$ cat src/rtl/mpc_pkg.sv
package mpc_pkg;
	localparam int DATA_W = 32;
	localparam int ADDR_W = 16;
	localparam int LANE_W = 4;
	localparam int SETUP_W = 6;
	localparam int FWD_W = 7;
	localparam int IDENT_W = 96;
	localparam logic [15:0] OFS_REVISION = 16'h0300;
	localparam logic [15:0] OFS_SCRATCH = 16'h0301;
	localparam logic [15:0] OFS_IDENT0 = 16'h0302;
	localparam logic [15:0] OFS_IDENT1 = 16'h0303;
	localparam logic [15:0] OFS_IDENT2 = 16'h0304;
	localparam logic [15:0] OFS_SETUP = 16'h0310;
	localparam logic [15:0] OFS_TX_CNT_SETUP = 16'h0845;
	localparam logic [15:0] OFS_TX_CNT_STATE = 16'h0846;
	localparam logic [15:0] OFS_RX_CNT_SETUP = 16'h0945;
	localparam logic [15:0] OFS_RX_CNT_STATE = 16'h0946;
	localparam logic [15:0] TXS_A_LO = 16'h0800;
	localparam logic [15:0] TXS_A_HI = 16'h0837;
	localparam logic [15:0] TXS_B_LO = 16'h0860;
	localparam logic [15:0] TXS_B_HI = 16'h0861;
	localparam logic [15:0] RXS_A_LO = 16'h0900;
	localparam logic [15:0] RXS_A_HI = 16'h0937;
	localparam logic [15:0] RXS_B_LO = 16'h0960;
	localparam logic [15:0] RXS_B_HI = 16'h0961;
	localparam logic [15:0] TXPTP_LO = 16'h0A00;
	localparam logic [15:0] TXPTP_HI = 16'h0A0C;
	localparam logic [15:0] RXPTP_LO = 16'h0B00;
	localparam logic [15:0] RXPTP_HI = 16'h0B06;
	localparam logic [15:0] TXFEC_LO = 16'h0C00;
	localparam logic [15:0] TXFEC_HI = 16'h0C07;
	localparam logic [15:0] RXFEC_LO = 16'h0D00;
	localparam logic [15:0] RXFEC_HI = 16'h0D08;
	localparam int LANE_LSB = 10;
	localparam logic [3:0] XCVR4_TAG = 4'h4;
	localparam logic [1:0] XCVR10_TAG = 2'h1;
	localparam int LANES_DEFAULT = 10;
	localparam int SETUP_SYS_RST = 0;
	localparam int SETUP_LOCK_DATA = 5;
	localparam int FSEL_TXSTAT = 0;
	localparam int FSEL_RXSTAT = 1;
	localparam int FSEL_TXPTP = 2;
	localparam int FSEL_RXPTP = 3;
	localparam logic [5:0] SETUP_RESET = 6'h00;
	localparam logic [31:0] SCRATCH_RESET = 32'h00000000;
	localparam logic [31:0] CNT_SETUP_RESET = 32'h00000000;
	localparam logic [31:0] RESERVED_READ = 32'h00000000;
	// Arbitrary value
	localparam logic [31:0] REVISION_DEFAULT = 32'h0001A5C3;
	// Arbitrary value, first character in the top byte
	localparam logic [95:0] IDENT_DEFAULT = 96'h637372206D61702064656D6F;

	typedef enum logic [8:0] {
		RG_RESERVED = 9'h001,
		RG_LOCAL = 9'h002,
		RG_TXSTAT = 9'h004,
		RG_RXSTAT = 9'h008,
		RG_TXPTP = 9'h010,
		RG_RXPTP = 9'h020,
		RG_TXFEC = 9'h040,
		RG_RXFEC = 9'h080,
		RG_XCVR = 9'h100
	} mpc_region_e;

	typedef enum logic [2:0] {
		ST_IDLE = 3'h1,
		ST_FWD = 3'h2,
		ST_DONE = 3'h4
	} mpc_fsm_e;

	typedef struct packed {
		mpc_fsm_e state;
		logic waitReq;
		logic readValid;
		logic [DATA_W-1:0] readData;
		logic [FWD_W-1:0] fwdSel;
		logic fwdRead;
		logic fwdWrite;
		logic [ADDR_W-1:0] fwdAddress;
		logic [LANE_W-1:0] fwdLane;
		logic [DATA_W-1:0] fwdWriteData;
		logic [DATA_W-1:0] scratch;
		logic [SETUP_W-1:0] setup;
		logic resetStart;
		logic [DATA_W-1:0] txSetup;
		logic [DATA_W-1:0] rxSetup;
	} mpc_state_s;
endpackage : mpc_pkg

$ cat src/rtl/mpc_addr_decode.sv
`timescale 1ns/1ps
module mpc_addr_decode #(
	parameter bit EN_TX_STATS = 1'b1,
	parameter bit EN_RX_STATS = 1'b1,
	parameter bit EN_PTP = 1'b1,
	parameter bit EN_RSFEC = 1'b1,
	parameter int unsigned LANES = mpc_pkg::LANES_DEFAULT
) (
	input wire logic [mpc_pkg::ADDR_W-1:0] address,
	output mpc_pkg::mpc_region_e region,
	output logic [mpc_pkg::LANE_W-1:0] lane
);
	function automatic logic inRange(input logic [15:0] a, input logic [15:0] lo, input logic [15:0] hi);
		return (a >= lo) && (a <= hi);
	endfunction : inRange

	always_comb begin
		region = mpc_pkg::RG_RESERVED;
		lane = 4'h0;
		if (inRange(address, mpc_pkg::OFS_REVISION, mpc_pkg::OFS_IDENT2) || address == mpc_pkg::OFS_SETUP) begin
			region = mpc_pkg::RG_LOCAL;
		end else if (EN_TX_STATS && inRange(address, mpc_pkg::OFS_TX_CNT_SETUP, mpc_pkg::OFS_TX_CNT_STATE)) begin
			region = mpc_pkg::RG_LOCAL;
		end else if (EN_RX_STATS && inRange(address, mpc_pkg::OFS_RX_CNT_SETUP, mpc_pkg::OFS_RX_CNT_STATE)) begin
			region = mpc_pkg::RG_LOCAL;
		end else if (EN_TX_STATS && (inRange(address, mpc_pkg::TXS_A_LO, mpc_pkg::TXS_A_HI)
				|| inRange(address, mpc_pkg::TXS_B_LO, mpc_pkg::TXS_B_HI))) begin
			region = mpc_pkg::RG_TXSTAT;
		end else if (EN_RX_STATS && (inRange(address, mpc_pkg::RXS_A_LO, mpc_pkg::RXS_A_HI)
				|| inRange(address, mpc_pkg::RXS_B_LO, mpc_pkg::RXS_B_HI))) begin
			region = mpc_pkg::RG_RXSTAT;
		end else if (EN_PTP && inRange(address, mpc_pkg::TXPTP_LO, mpc_pkg::TXPTP_HI)) begin
			region = mpc_pkg::RG_TXPTP;
		end else if (EN_PTP && inRange(address, mpc_pkg::RXPTP_LO, mpc_pkg::RXPTP_HI)) begin
			region = mpc_pkg::RG_RXPTP;
		end else if (EN_RSFEC && inRange(address, mpc_pkg::TXFEC_LO, mpc_pkg::TXFEC_HI)) begin
			region = mpc_pkg::RG_TXFEC;
		end else if (EN_RSFEC && inRange(address, mpc_pkg::RXFEC_LO, mpc_pkg::RXFEC_HI)) begin
			region = mpc_pkg::RG_RXFEC;
		end else if (LANES == 4 && address[15:12] == mpc_pkg::XCVR4_TAG) begin
			region = mpc_pkg::RG_XCVR;
			lane = {2'h0, address[mpc_pkg::LANE_LSB +: 2]};
		end else if (LANES == 10 && address[15:14] == mpc_pkg::XCVR10_TAG
				&& address[mpc_pkg::LANE_LSB +: 4] < 4'(LANES)) begin
			region = mpc_pkg::RG_XCVR;
			lane = address[mpc_pkg::LANE_LSB +: 4];
		end
	end
endmodule : mpc_addr_decode

$ cat src/rtl/mpc_csr_map.sv
`timescale 1ns/1ps
// Notes on behaviour
// - TX statistics ranges 0x800-0x837, 0x860-0x861 decode only when TX statistics built.
// - TX counter setup at 0x845, TX counter state at 0x846, only with TX statistics.
// - RX statistics ranges 0x900-0x937, 0x960-0x961 decode only when RX statistics built.
// - RX counter setup at 0x945, RX counter state at 0x946, only with RX statistics.
// - TX timestamping words 0xA00-0xA0C reachable only when timestamping is built.
// - RX timestamping words 0xB00-0xB06 reachable only when timestamping is built.
// - Four lanes: transceiver window from 0x4000, 0x400 per lane, bits 11:10 pick lane.
// - Ten lanes: bits 13:10 pick lane, lane block at 0x4000 plus lane times 0x400.
// - Word 0x300 returns a fixed 32-bit revision code and ignores writes.
// - Word 0x301 is a 32-bit scratch word, zero after reset, reads last write.
// - Words 0x302-0x304 read four characters each of a twelve-character identifier.
// - Setup word 0x310 bit 5 makes the receive PLL lock to data; resets to zero.
// - Each port address selects one whole 32-bit word; no byte addressing.
// - Writes to read-only or reserved words do nothing; reserved reads return a constant.
// - Setting setup word bit 0 starts the transceiver reset sequence.
module mpc_csr_map #(
	parameter bit EN_TX_STATS = 1'b1,
	parameter bit EN_RX_STATS = 1'b1,
	parameter bit EN_PTP = 1'b1,
	parameter bit EN_RSFEC = 1'b1,
	parameter int unsigned LANES = mpc_pkg::LANES_DEFAULT,
	parameter logic [31:0] REVISION_CODE = mpc_pkg::REVISION_DEFAULT,
	parameter logic [95:0] IDENT_STRING = mpc_pkg::IDENT_DEFAULT
) (
	input wire logic clock,
	input wire logic reset,
	input wire logic clockEnable,
	input wire logic [mpc_pkg::ADDR_W-1:0] statusAddress,
	input wire logic statusRead,
	input wire logic statusWrite,
	input wire logic [mpc_pkg::DATA_W-1:0] statusWriteData,
	output logic [mpc_pkg::DATA_W-1:0] statusReadData,
	output logic statusReadDataValid,
	output logic statusWaitRequest,
	output logic [mpc_pkg::FWD_W-1:0] fwdSelect,
	output logic fwdRead,
	output logic fwdWrite,
	output logic [mpc_pkg::ADDR_W-1:0] fwdAddress,
	output logic [mpc_pkg::LANE_W-1:0] fwdLane,
	output logic [mpc_pkg::DATA_W-1:0] fwdWriteData,
	input wire logic [mpc_pkg::DATA_W-1:0] fwdReadData,
	output logic [mpc_pkg::DATA_W-1:0] txCounterSetup,
	input wire logic [mpc_pkg::DATA_W-1:0] txCounterState,
	output logic [mpc_pkg::DATA_W-1:0] rxCounterSetup,
	input wire logic [mpc_pkg::DATA_W-1:0] rxCounterState,
	output logic [mpc_pkg::SETUP_W-1:0] phySetupControl,
	output logic phyLockToData,
	output logic phyResetStart
);
	localparam mpc_pkg::mpc_state_s ST_RESET = '{
		state: mpc_pkg::ST_IDLE,
		waitReq: 1'b0,
		readValid: 1'b0,
		readData: 32'h00000000,
		fwdSel: 7'h00,
		fwdRead: 1'b0,
		fwdWrite: 1'b0,
		fwdAddress: 16'h0000,
		fwdLane: 4'h0,
		fwdWriteData: 32'h00000000,
		scratch: mpc_pkg::SCRATCH_RESET,
		setup: mpc_pkg::SETUP_RESET,
		resetStart: 1'b0,
		txSetup: mpc_pkg::CNT_SETUP_RESET,
		rxSetup: mpc_pkg::CNT_SETUP_RESET
	};

	mpc_pkg::mpc_state_s st_reg;
	mpc_pkg::mpc_state_s st_next;
	mpc_pkg::mpc_region_e regionNow;
	logic [mpc_pkg::LANE_W-1:0] laneNow;
	logic [mpc_pkg::DATA_W-1:0] localData;
	logic accept;

	mpc_addr_decode #(
		.EN_TX_STATS(EN_TX_STATS),
		.EN_RX_STATS(EN_RX_STATS),
		.EN_PTP(EN_PTP),
		.EN_RSFEC(EN_RSFEC),
		.LANES(LANES)
	) u_decode (
		.address(statusAddress),
		.region(regionNow),
		.lane(laneNow)
	);

	// Requests are only looked at in idle, so waitrequest is honest
	assign accept = clockEnable && (st_reg.state == mpc_pkg::ST_IDLE) && (statusRead || statusWrite);

	// Whole-word read mux, nothing below word granularity
	always_comb begin
		localData = mpc_pkg::RESERVED_READ;
		case (statusAddress)
			mpc_pkg::OFS_REVISION: begin
				localData = REVISION_CODE;
			end
			mpc_pkg::OFS_SCRATCH: begin
				localData = st_reg.scratch;
			end
			mpc_pkg::OFS_IDENT0: begin
				localData = IDENT_STRING[95:64];
			end
			mpc_pkg::OFS_IDENT1: begin
				localData = IDENT_STRING[63:32];
			end
			mpc_pkg::OFS_IDENT2: begin
				localData = IDENT_STRING[31:0];
			end
			mpc_pkg::OFS_SETUP: begin
				localData = {26'h0000000, st_reg.setup};
			end
			mpc_pkg::OFS_TX_CNT_SETUP: begin
				localData = EN_TX_STATS ? st_reg.txSetup : mpc_pkg::RESERVED_READ;
			end
			mpc_pkg::OFS_TX_CNT_STATE: begin
				localData = EN_TX_STATS ? txCounterState : mpc_pkg::RESERVED_READ;
			end
			mpc_pkg::OFS_RX_CNT_SETUP: begin
				localData = EN_RX_STATS ? st_reg.rxSetup : mpc_pkg::RESERVED_READ;
			end
			mpc_pkg::OFS_RX_CNT_STATE: begin
				localData = EN_RX_STATS ? rxCounterState : mpc_pkg::RESERVED_READ;
			end
			default: begin
				localData = mpc_pkg::RESERVED_READ;
			end
		endcase
	end

	always_comb begin
		st_next = st_reg;
		st_next.resetStart = 1'b0;
		case (st_reg.state)
			mpc_pkg::ST_IDLE: begin
				if (statusRead || statusWrite) begin
					st_next.waitReq = 1'b1;
					if (regionNow == mpc_pkg::RG_LOCAL || regionNow == mpc_pkg::RG_RESERVED) begin
						// Reserved and disabled words finish like local ones
						st_next.state = mpc_pkg::ST_DONE;
						if (statusRead) begin
							st_next.readValid = 1'b1;
							st_next.readData = localData;
						end
						if (statusWrite && regionNow == mpc_pkg::RG_LOCAL) begin
							case (statusAddress)
								mpc_pkg::OFS_SCRATCH: begin
									st_next.scratch = statusWriteData;
								end
								mpc_pkg::OFS_SETUP: begin
									st_next.setup = statusWriteData[mpc_pkg::SETUP_W-1:0];
									st_next.resetStart = statusWriteData[mpc_pkg::SETUP_SYS_RST];
								end
								mpc_pkg::OFS_TX_CNT_SETUP: begin
									st_next.txSetup = statusWriteData;
								end
								mpc_pkg::OFS_RX_CNT_SETUP: begin
									st_next.rxSetup = statusWriteData;
								end
								default: begin
									// Read-only words keep their value
									st_next.scratch = st_reg.scratch;
								end
							endcase
						end
					end else begin
						st_next.state = mpc_pkg::ST_FWD;
						st_next.fwdSel = regionNow[8:2];
						st_next.fwdRead = statusRead;
						st_next.fwdWrite = statusWrite;
						st_next.fwdAddress = statusAddress;
						st_next.fwdLane = laneNow;
						st_next.fwdWriteData = statusWriteData;
					end
				end
			end
			mpc_pkg::ST_FWD: begin
				// Feature blocks answer in the strobe cycle; read data is taken as the strobe drops
				st_next.state = mpc_pkg::ST_DONE;
				st_next.fwdSel = 7'h00;
				st_next.fwdRead = 1'b0;
				st_next.fwdWrite = 1'b0;
				if (st_reg.fwdRead) begin
					st_next.readValid = 1'b1;
					st_next.readData = fwdReadData;
				end
			end
			mpc_pkg::ST_DONE: begin
				st_next.state = mpc_pkg::ST_IDLE;
				st_next.readValid = 1'b0;
				st_next.waitReq = 1'b0;
			end
			default: begin
				st_next.state = mpc_pkg::ST_IDLE;
				st_next.readValid = 1'b0;
				st_next.waitReq = 1'b0;
				st_next.fwdSel = 7'h00;
				st_next.fwdRead = 1'b0;
				st_next.fwdWrite = 1'b0;
			end
		endcase
	end

	always_ff @(posedge clock or posedge reset) begin
		if (reset) begin
			st_reg <= ST_RESET;
		end else if (clockEnable) begin
			st_reg <= st_next;
		end
	end

	assign statusReadData = st_reg.readData;
	assign statusReadDataValid = st_reg.readValid;
	assign statusWaitRequest = st_reg.waitReq;
	assign fwdSelect = st_reg.fwdSel;
	assign fwdRead = st_reg.fwdRead;
	assign fwdWrite = st_reg.fwdWrite;
	assign fwdAddress = st_reg.fwdAddress;
	assign fwdLane = st_reg.fwdLane;
	assign fwdWriteData = st_reg.fwdWriteData;
	assign txCounterSetup = st_reg.txSetup;
	assign rxCounterSetup = st_reg.rxSetup;
	assign phySetupControl = st_reg.setup;
	assign phyLockToData = st_reg.setup[mpc_pkg::SETUP_LOCK_DATA];
	assign phyResetStart = st_reg.resetStart;
endmodule : mpc_csr_map

$ cat config.mk
export PLATFORM = sky130hd
export DESIGN_NAME = mpc_csr_map
export DESIGN_NICKNAME = d
export VERILOG_FILES = /design/src/rtl/mpc_pkg.sv /design/src/rtl/mpc_addr_decode.sv /design/src/rtl/mpc_csr_map.sv
export SDC_FILE = /design/constraint.sdc
export NUM_CORES = 1
export LEC_CHECK = 0
export ABC_AREA = 0
export BUFFER_PORTS_ARGS = -buffer_cell sky130_fd_sc_hd__buf_2
export CAP_MARGIN = 20
export CORE_UTILIZATION = 30
export DETAILED_ROUTE_END_ITERATION = 10
export GPL_TIMING_DRIVEN = 0
export SLEW_MARGIN = 20
export SYNTH_ARGS = -nofsm -noshare
export SYNTH_HDL_FRONTEND = slang
export SYNTH_SLANG_ARGS = --single-unit
$ cat constraint.sdc
create_clock -name clock -period 7.1 [get_ports clock]
set_clock_uncertainty 0.1 [all_clocks]
set_input_delay 0.355 -clock clock [delete_from_list [all_inputs] [get_ports clock]]
set_output_delay 0.355 -clock clock [all_outputs]
set_load 0.01 [all_outputs]
* After elaboration in Yosys (flattened, before gate mapping)
Cells that the tools add are included.
** Word-level totals
- Register bits :: 201
- Input port bits :: 149
- Word-level logic and storage cells :: 130
** Cells by class
- Reduce and logical (&&, ||, !) cells :: 29
- Equality and inequality tests :: 21
- Magnitude comparators :: 23
- Bitwise gates (word level) :: 3
- Muxes and demuxes :: 39
** Operators with widths (number)
- case mux 32 bit (10 select lines) :: 1
- 2-to-1 mux 103 bit :: 2
- 2-to-1 mux 201 bit :: 1
- >= comparator 16 x 12 -> 1 bit, second input constant :: 10
- <= comparator 16 x 12 -> 1 bit, second input constant :: 10
- 2-to-1 mux 33 bit :: 3
- equality test 16 x 10 -> 1 bit, second input constant :: 6
- 2-to-1 mux 32 bit :: 3
- 2-to-1 mux 9 bit :: 10
- 2-to-1 mux 65 bit :: 1
- equality test 16 x 12 -> 1 bit, second input constant :: 4
- case mux 32 bit (2 select lines) :: 1
- 2-to-1 mux 61 bit :: 1
- 2-to-1 mux 4 bit :: 10
- AND reduction 6 bit :: 5
- case mux 9 bit (2 select lines) :: 1
- >= comparator 16 x 10 -> 1 bit, second input constant :: 1
- <= comparator 16 x 10 -> 1 bit, second input constant :: 1
- logical AND 1 bit :: 13
- equality test 9 x 1 -> 1 bit, second input constant :: 1
- equality test 9 x 2 -> 1 bit, second input constant :: 1
- AND reduction 4 bit :: 2
- 2-to-1 mux 7 bit :: 1
- != test 2 bit, second input constant :: 3
- 15 further kinds :: 23

* Logic depth before layout (Yosys ltp)
- Depth in word-level cells :: 18
- Mapped depth :: 10
- Depth with buffers taken out :: 7

* By module
Synthesis repeated with hierarchy kept, for this count alone.
** Unflattened totals
- Cells, all modules :: 1053
- Area, all modules :: 11292.1 µm²
** By module, submodules not included
- mpc_csr_map :: cells an instance 1006, area an instance 10934.2 µm², times used 1, sequential area each 5031.1 µm²
- mpc_addr_decode :: cells an instance 47, area an instance 357.8 µm², times used 1, sequential area each 0.0 µm²

* Worst setup path after synthesis
Ideal clock, no wire load.
- Path type :: input to register
- Start point :: input port statusAddress[5] (netlist bit)
- End point :: register st_reg[71] (netlist bit)
- Arrival time :: 2.514 ns
- Data required time :: 6.875 ns
- Cell stages on the path :: 9
- Setup slack :: 4.362 ns
- Cell sequence :: clkbuf_1 nor4_1 nand4_1 or2_2 o2111ai_2 nand3_2 nor3_4 buf_6 mux2_2
** Between the ends
- Word-level cells in the longest chain between the ends :: 14
- Elaborated cells between the ends (all ways) :: 52
- Classes of those cells :: order compare (22); eq/ne (4); mux (9); reduce/logical (17)
** RTL lines
- from (decl) :: line mpc_csr_map.sv:30 : input wire logic [mpc_pkg::ADDR_W-1:0] statusAddress,
- >= comparator 16 x 12 -> 1 bit / <= comparator 16 x 12 -> 1 bit (equally long branches) :: line mpc_addr_decode.sv:14 : return (a >= lo) && (a <= hi);
- logical AND 1 bit :: line mpc_addr_decode.sv:14
- 2-to-1 mux 9 bit :: line mpc_addr_decode.sv:38 : end else if (EN_RSFEC && inRange(address, mpc_pkg::RXFEC_LO, mpc_pkg::RXFEC_HI)) begin
- 2-to-1 mux 9 bit :: line mpc_addr_decode.sv:36 : end else if (EN_RSFEC && inRange(address, mpc_pkg::TXFEC_LO, mpc_pkg::TXFEC_HI)) begin
- 2-to-1 mux 9 bit :: line mpc_addr_decode.sv:34 : end else if (EN_PTP && inRange(address, mpc_pkg::RXPTP_LO, mpc_pkg::RXPTP_HI)) begin
- 2-to-1 mux 9 bit :: line mpc_addr_decode.sv:32 : end else if (EN_PTP && inRange(address, mpc_pkg::TXPTP_LO, mpc_pkg::TXPTP_HI)) begin
- 2-to-1 mux 9 bit :: line mpc_addr_decode.sv:29 : end else if (EN_RX_STATS && (inRange(address, mpc_pkg::RXS_A_LO, mpc_pkg::RXS_A_HI)
- 2-to-1 mux 9 bit :: line mpc_addr_decode.sv:26 : end else if (EN_TX_STATS && (inRange(address, mpc_pkg::TXS_A_LO, mpc_pkg::TXS_A_HI)
- 2-to-1 mux 9 bit :: line mpc_addr_decode.sv:24 : end else if (EN_RX_STATS && inRange(address, mpc_pkg::OFS_RX_CNT_SETUP, mpc_pkg::OFS_RX_CNT_STATE)) begin
- 2-to-1 mux 9 bit :: line mpc_addr_decode.sv:22 : end else if (EN_TX_STATS && inRange(address, mpc_pkg::OFS_TX_CNT_SETUP, mpc_pkg::OFS_TX_CNT_STATE)) begin
- 2-to-1 mux 9 bit :: line mpc_addr_decode.sv:20 : if (inRange(address, mpc_pkg::OFS_REVISION, mpc_pkg::OFS_IDENT2) || address == mpc_pkg::OFS_SETUP) begin
- equality test 9 x 2 -> 1 bit / equality test 9 x 1 -> 1 bit (equally long branches) :: line mpc_csr_map.sv:139, mpc_csr_map.sv:146
- logical OR 1 bit / logical AND 1 bit (equally long branches) :: line mpc_csr_map.sv:139, mpc_csr_map.sv:146
- AND reduction 6 bit (no line) (*)
- to (signal assigned) :: line mpc_csr_map.sv:209 : st_reg <= st_next;
- to (decl) :: line mpc_csr_map.sv:70 : mpc_pkg::mpc_state_s st_reg;
Mark *: on every way between the ends. The rest lies on a longest branch, timed or not.
A chain may end at the register's enable or synchronous reset.

* Final worst setup path
- Start point :: input port statusAddress[5] (netlist bit)
- End point :: register st_reg, in the netlist statusReadData[19]
** Between the ends
- Word-level cells in the longest chain between the ends :: 15
- Elaborated cells between the ends (all ways) :: 65
- Classes of those cells :: order compare (22); eq/ne (13); mux (14); reduce/logical (16)
** RTL lines
- >= comparator 16 x 12 -> 1 bit / <= comparator 16 x 12 -> 1 bit (equally long branches) :: line mpc_addr_decode.sv:14
- logical AND 1 bit :: line mpc_addr_decode.sv:14
- 2-to-1 mux 9 bit :: line mpc_addr_decode.sv:38
- 2-to-1 mux 9 bit :: line mpc_addr_decode.sv:36
- 2-to-1 mux 9 bit :: line mpc_addr_decode.sv:34
- 2-to-1 mux 9 bit :: line mpc_addr_decode.sv:32
- 2-to-1 mux 9 bit :: line mpc_addr_decode.sv:29
- 2-to-1 mux 9 bit :: line mpc_addr_decode.sv:26
- 2-to-1 mux 9 bit :: line mpc_addr_decode.sv:24
- 2-to-1 mux 9 bit :: line mpc_addr_decode.sv:22
- 2-to-1 mux 9 bit :: line mpc_addr_decode.sv:20
- equality test 9 x 2 -> 1 bit / equality test 9 x 1 -> 1 bit (equally long branches) :: line mpc_csr_map.sv:139 : if (regionNow == mpc_pkg::RG_LOCAL || regionNow == mpc_pkg::RG_RESERVED) begin
- logical OR 1 bit :: line mpc_csr_map.sv:139
- != test 2 x 1 -> 1 bit (no line)
- AND reduction 6 bit (no line)
Parallel ways exist; a longest one is shown, timed or not. The select of a mux whose other input is x is not followed.

==> run summary <==
The flow ran to the end, and the final reports show no timing, DRC or antenna violations. By area the synthesized netlist is led by dfrtp_1 (47%), mux2_2 (17%), buf_4 (11%). The effective utilization at floorplan was 0.308.

The tools report the largest net degree at the start of global routing as 76. The count of buffers added on input and output ports is 314. The HPWL after detailed placement was 28.2 mm.

The cell seen most often among critical-path stages was clkbuf_1. The area share of the largest cell type after synthesis is 0.467. Relative max-transition margin: 0.348. Counting the fill cells in the layout gives 3482.

For this design, the sink count on the clock tree is 201. The logs give 16.3 mm for the met1 wire length and 1736 for the placed instance count. Setup repair after global routing left no endpoint under its margin. Overall power consumption after layout is estimated at 0.00343 W. The number of buffers on the longest clock path came out at 3.

The fraction of registers with async set or reset after synthesis was 1.00. The critical path is of the primary input to flip-flop type. The finished cells cover 0.0140 mm^2. The tools report the total core area as 0.0349 mm^2. Synthesized instance count: 964.

The tools report the share of the yosys chip area belonging to registers as 0.469. Measured along the y axis, the die boundary spans 191 um. The run gives 0 as the total of cells resized after clock tree synthesis.

The routed design has 37.6 mm of wire. Counting every net in the synthesized netlist gives 1113. The met2 wirelength from detailed routing is 17.6 mm.

The highest layer touched by signal routing is met5. For the initial detailed-routing violation count, the log shows 476. The global-route wire length before repair was 55.2 mm; the global-route usage over all layers was 0.204.

STA classifies the critical path endpoint as a flip-flop. Class of the worst hold path: primary input to flip-flop. After detailed placement, the total cell area comes to 0.0130 mm^2. For the I/O pin total, the log shows 316. The cell type with the largest total area after synthesis was dfrtp_1. The arrival time reported for the critical path endpoint was 3.88 ns; the delay of the slowest critical-path stage was 0.74 ns.

In the post-synthesis netlist, the cell with the most instances is dfrtp_1. Once detail routing completed, the nets flagged for antenna violations numbered 0. Each instance of the synthesized netlist takes up on average 11.1 um^2. Summing every instance area after synthesis gives 0.0107 mm^2. After layout, the minimum clock period comes to 3.51 ns.

TritonCTS built the clock tree. The logs give 8786 for the via count and 0 for the number of max-cap violations. The average wire per cell in the routed design is 20.8 um.

The congestion estimate from routability-driven global placement came to 0.870. Counting distinct cell types in the post-synthesis netlist gives 58. The slew at the pin closest to its max-slew limit is 0.978 ns. In the synthesized netlist, the cells that appear most often are dfrtp_1 (200), mux2_2 (162), buf_4 (161). The final count of pins violating max slew is 0. Setup violations remaining at the end of the flow were counted as 0. Detailed routing placed a total of 2.88 mm of wire on met3. The clock reaches the later pin of the worst-skew pair after 0.53 ns. The die covers 0.0365 mm^2. The average vias per placed instance works out to 4.86. The portion of the clock cycle consumed by the worst path in the final layout is 0.495. STA puts the critical path data required time at 7.47 ns. Counting flops and latches in the post-synthesis netlist gives 201. The flip-flop cell with the highest count after synthesis is dfrtp_1. The die width is 191 um. The remaining global-route overflow came out at 0. In this run the core area contains 68 standard-cell rows. Across the VDD grid, the largest voltage drop is 0.165 mV. TritonCTS created 25 clock buffers. The via count of the first global-routing pass was 8868.

Derived from the worst setup path, the maximum achievable clock frequency is 285 MHz. In the final timing run, aggregate negative setup slack is 0 ns. The library cell contributing the largest single delay on the critical path is nor2_1.

For this design the ratio of total power to cell area is 245 mW/mm^2. Clock-pin slew was measured on the worst setup and hold paths at 0.06 ns. The first detailed-routing pass ran for 8 iterations. The tools report the number of endpoints with negative hold slack in the final report as 0. The tree is rooted in a clkbuf_16. For this run, design rule violations remaining after detail routing come to 0. In this run the worst path has a maximum fanout of 10. The worst setup path is launched from a primary input. The number of antenna violations at the first check in global routing came out at 5. The maximum level of the CTS H-tree is 1. In this run, synthesis inferred 0 flip-flops with an integrated enable.

The tools report the leakage power of the design as 7.19 nW. For this run, the number of standard cells in the final layout without fillers is 1808. The register with the most flip-flops in the layout has 35 of them. The share of post-route cells with drive strength above 1 is 0.535, and the growth of design area from synthesis to finish is 30.7%. Walking the worst path, the cells encountered are buf_2 > clkbuf_1 > nor4_1 > nand4_1 > nor2_1 > clkbuf_1 > a222oi_1 > and3_1 > o21ai_0 > mux2_2.

During synthesis, Yosys emitted a total of 0 warnings. The run gives 1479 as the number of nets in the layout.
==> layout make-up <==
class | instances | area [um^2] | area share
inverter | 10 | 45.0 | 0.00321
antenna | 6 | 15.0 | 0.00107
clock inverter | 10 | 114 | 0.00812
multi-input combinational | 536 | 4200 | 0.300
tap | 455 | 569 | 0.0406
clock buffer | 34 | 709 | 0.0506
sequential | 201 | 5030 | 0.359
buffer | 217 | 1480 | 0.106
timing repair buffer | 339 | 1850 | 0.132
==> metrics by stage <==
step | util | hold WS [ns] | setup slack [ns]
floorplan | - | 0.350 | 1.16
global placement | 0.369 | 0.357 | -1.60
detailed placement | 0.372 | 0.332 | 3.01
CTS | 0.402 | 0.0000165 | 3.57
global route | 0.402 | 0.00984 | 3.22
finish | 0.402 | 0.0187 | 3.59
==> critical path, delay by kind of cell <==
family	cells	cell delay (ns)
AOI/OAI and AO/OA	2	0.40
and+or+nand+nor	4	1.94
buffers and inverters	3	1.01
muxes	1	0.17
==> cells by family (layout without fill, tap and decap cells) <==
logic type             Yosys count  after routing  synth area share
flip-flops                     201            201             0.469
AND/OR/NAND/NOR                208            208             0.104
multiplexers                   178            178             0.187
other                            0              6                 0
AO/OA/AOI/OAI                  149            149            0.0979
buffers and inverters          227            610             0.142
XOR/XNOR                         1              1          0.000817
==> cells in the final DEF, fill, tap and decap left out, types with 4 or more instances in the layout <==
master / instances
buf_2: 329
dfrtp_1: 200
mux2_2: 162
buf_4: 162
nand2_1: 88
o21ai_0: 45
clkbuf_1: 39
a222oi_1: 28
and3_1: 25
clkbuf_16: 25
a21oi_1: 22
dlygate4sd3_1: 22
nor2_1: 19
mux2_1: 15
a22oi_1: 13
nand3_1: 10
inv_1: 9
and4_1: 9
o2bb2ai_1: 7
diode_2: 6
buf_6: 6
a221oi_1: 5
clkinv_2: 5
clkbuf_8: 5
nand2b_1: 4
nor4_1: 4
or4_1: 4
nor3_1: 4
or2_2: 4
nand4_1: 4
==> power by group <==
part           total [W]  switching, W  internal [W]  leakage [nW]
combinational   0.000761      0.000319      0.000442          4.05
clock            0.00129      0.000514      0.000771         0.411
sequential       0.00138     0.0000813       0.00130          2.73
total            0.00343      0.000914       0.00252          7.19
==> per-layer routing <==
layer,track usage,vias to the layer above
li1,-,4058
met1,0.270,4355
met2,0.334,317
met3,0.0490,52
met4,0.0491,4
met5,0,-
==> final timing paths <==
path	start	to	slack [ns]	depth (start not counted)
setup reg to reg	st_reg[198]$_DFFE_PP1P_	statusReadData[23]$_DFFE_PP0P_	4.30	7
hold reg to reg	statusReadDataValid$_DFFE_PP0P_	statusReadDataValid$_DFFE_PP0P_	0.38	1
max in group asynchronous	reset	txCounterSetup[23]$_DFFE_PP0P_	5.49	5
setup / recovery	statusAddress[5]	statusReadData[19]$_DFFE_PP0P_	3.59	10
hold / removal	statusWriteData[16]	rxCounterSetup[16]$_DFFE_PP0P_	0.02	2
min in group asynchronous	reset	rxCounterSetup[7]$_DFFE_PP0P_	0.30	3
==> timing repair <==
item,in CTS,in global routing
endpoints found under the hold margin,141,0
buffers inserted,0,0
hold buffers,22,0
(Power assumes the default switching activity.)
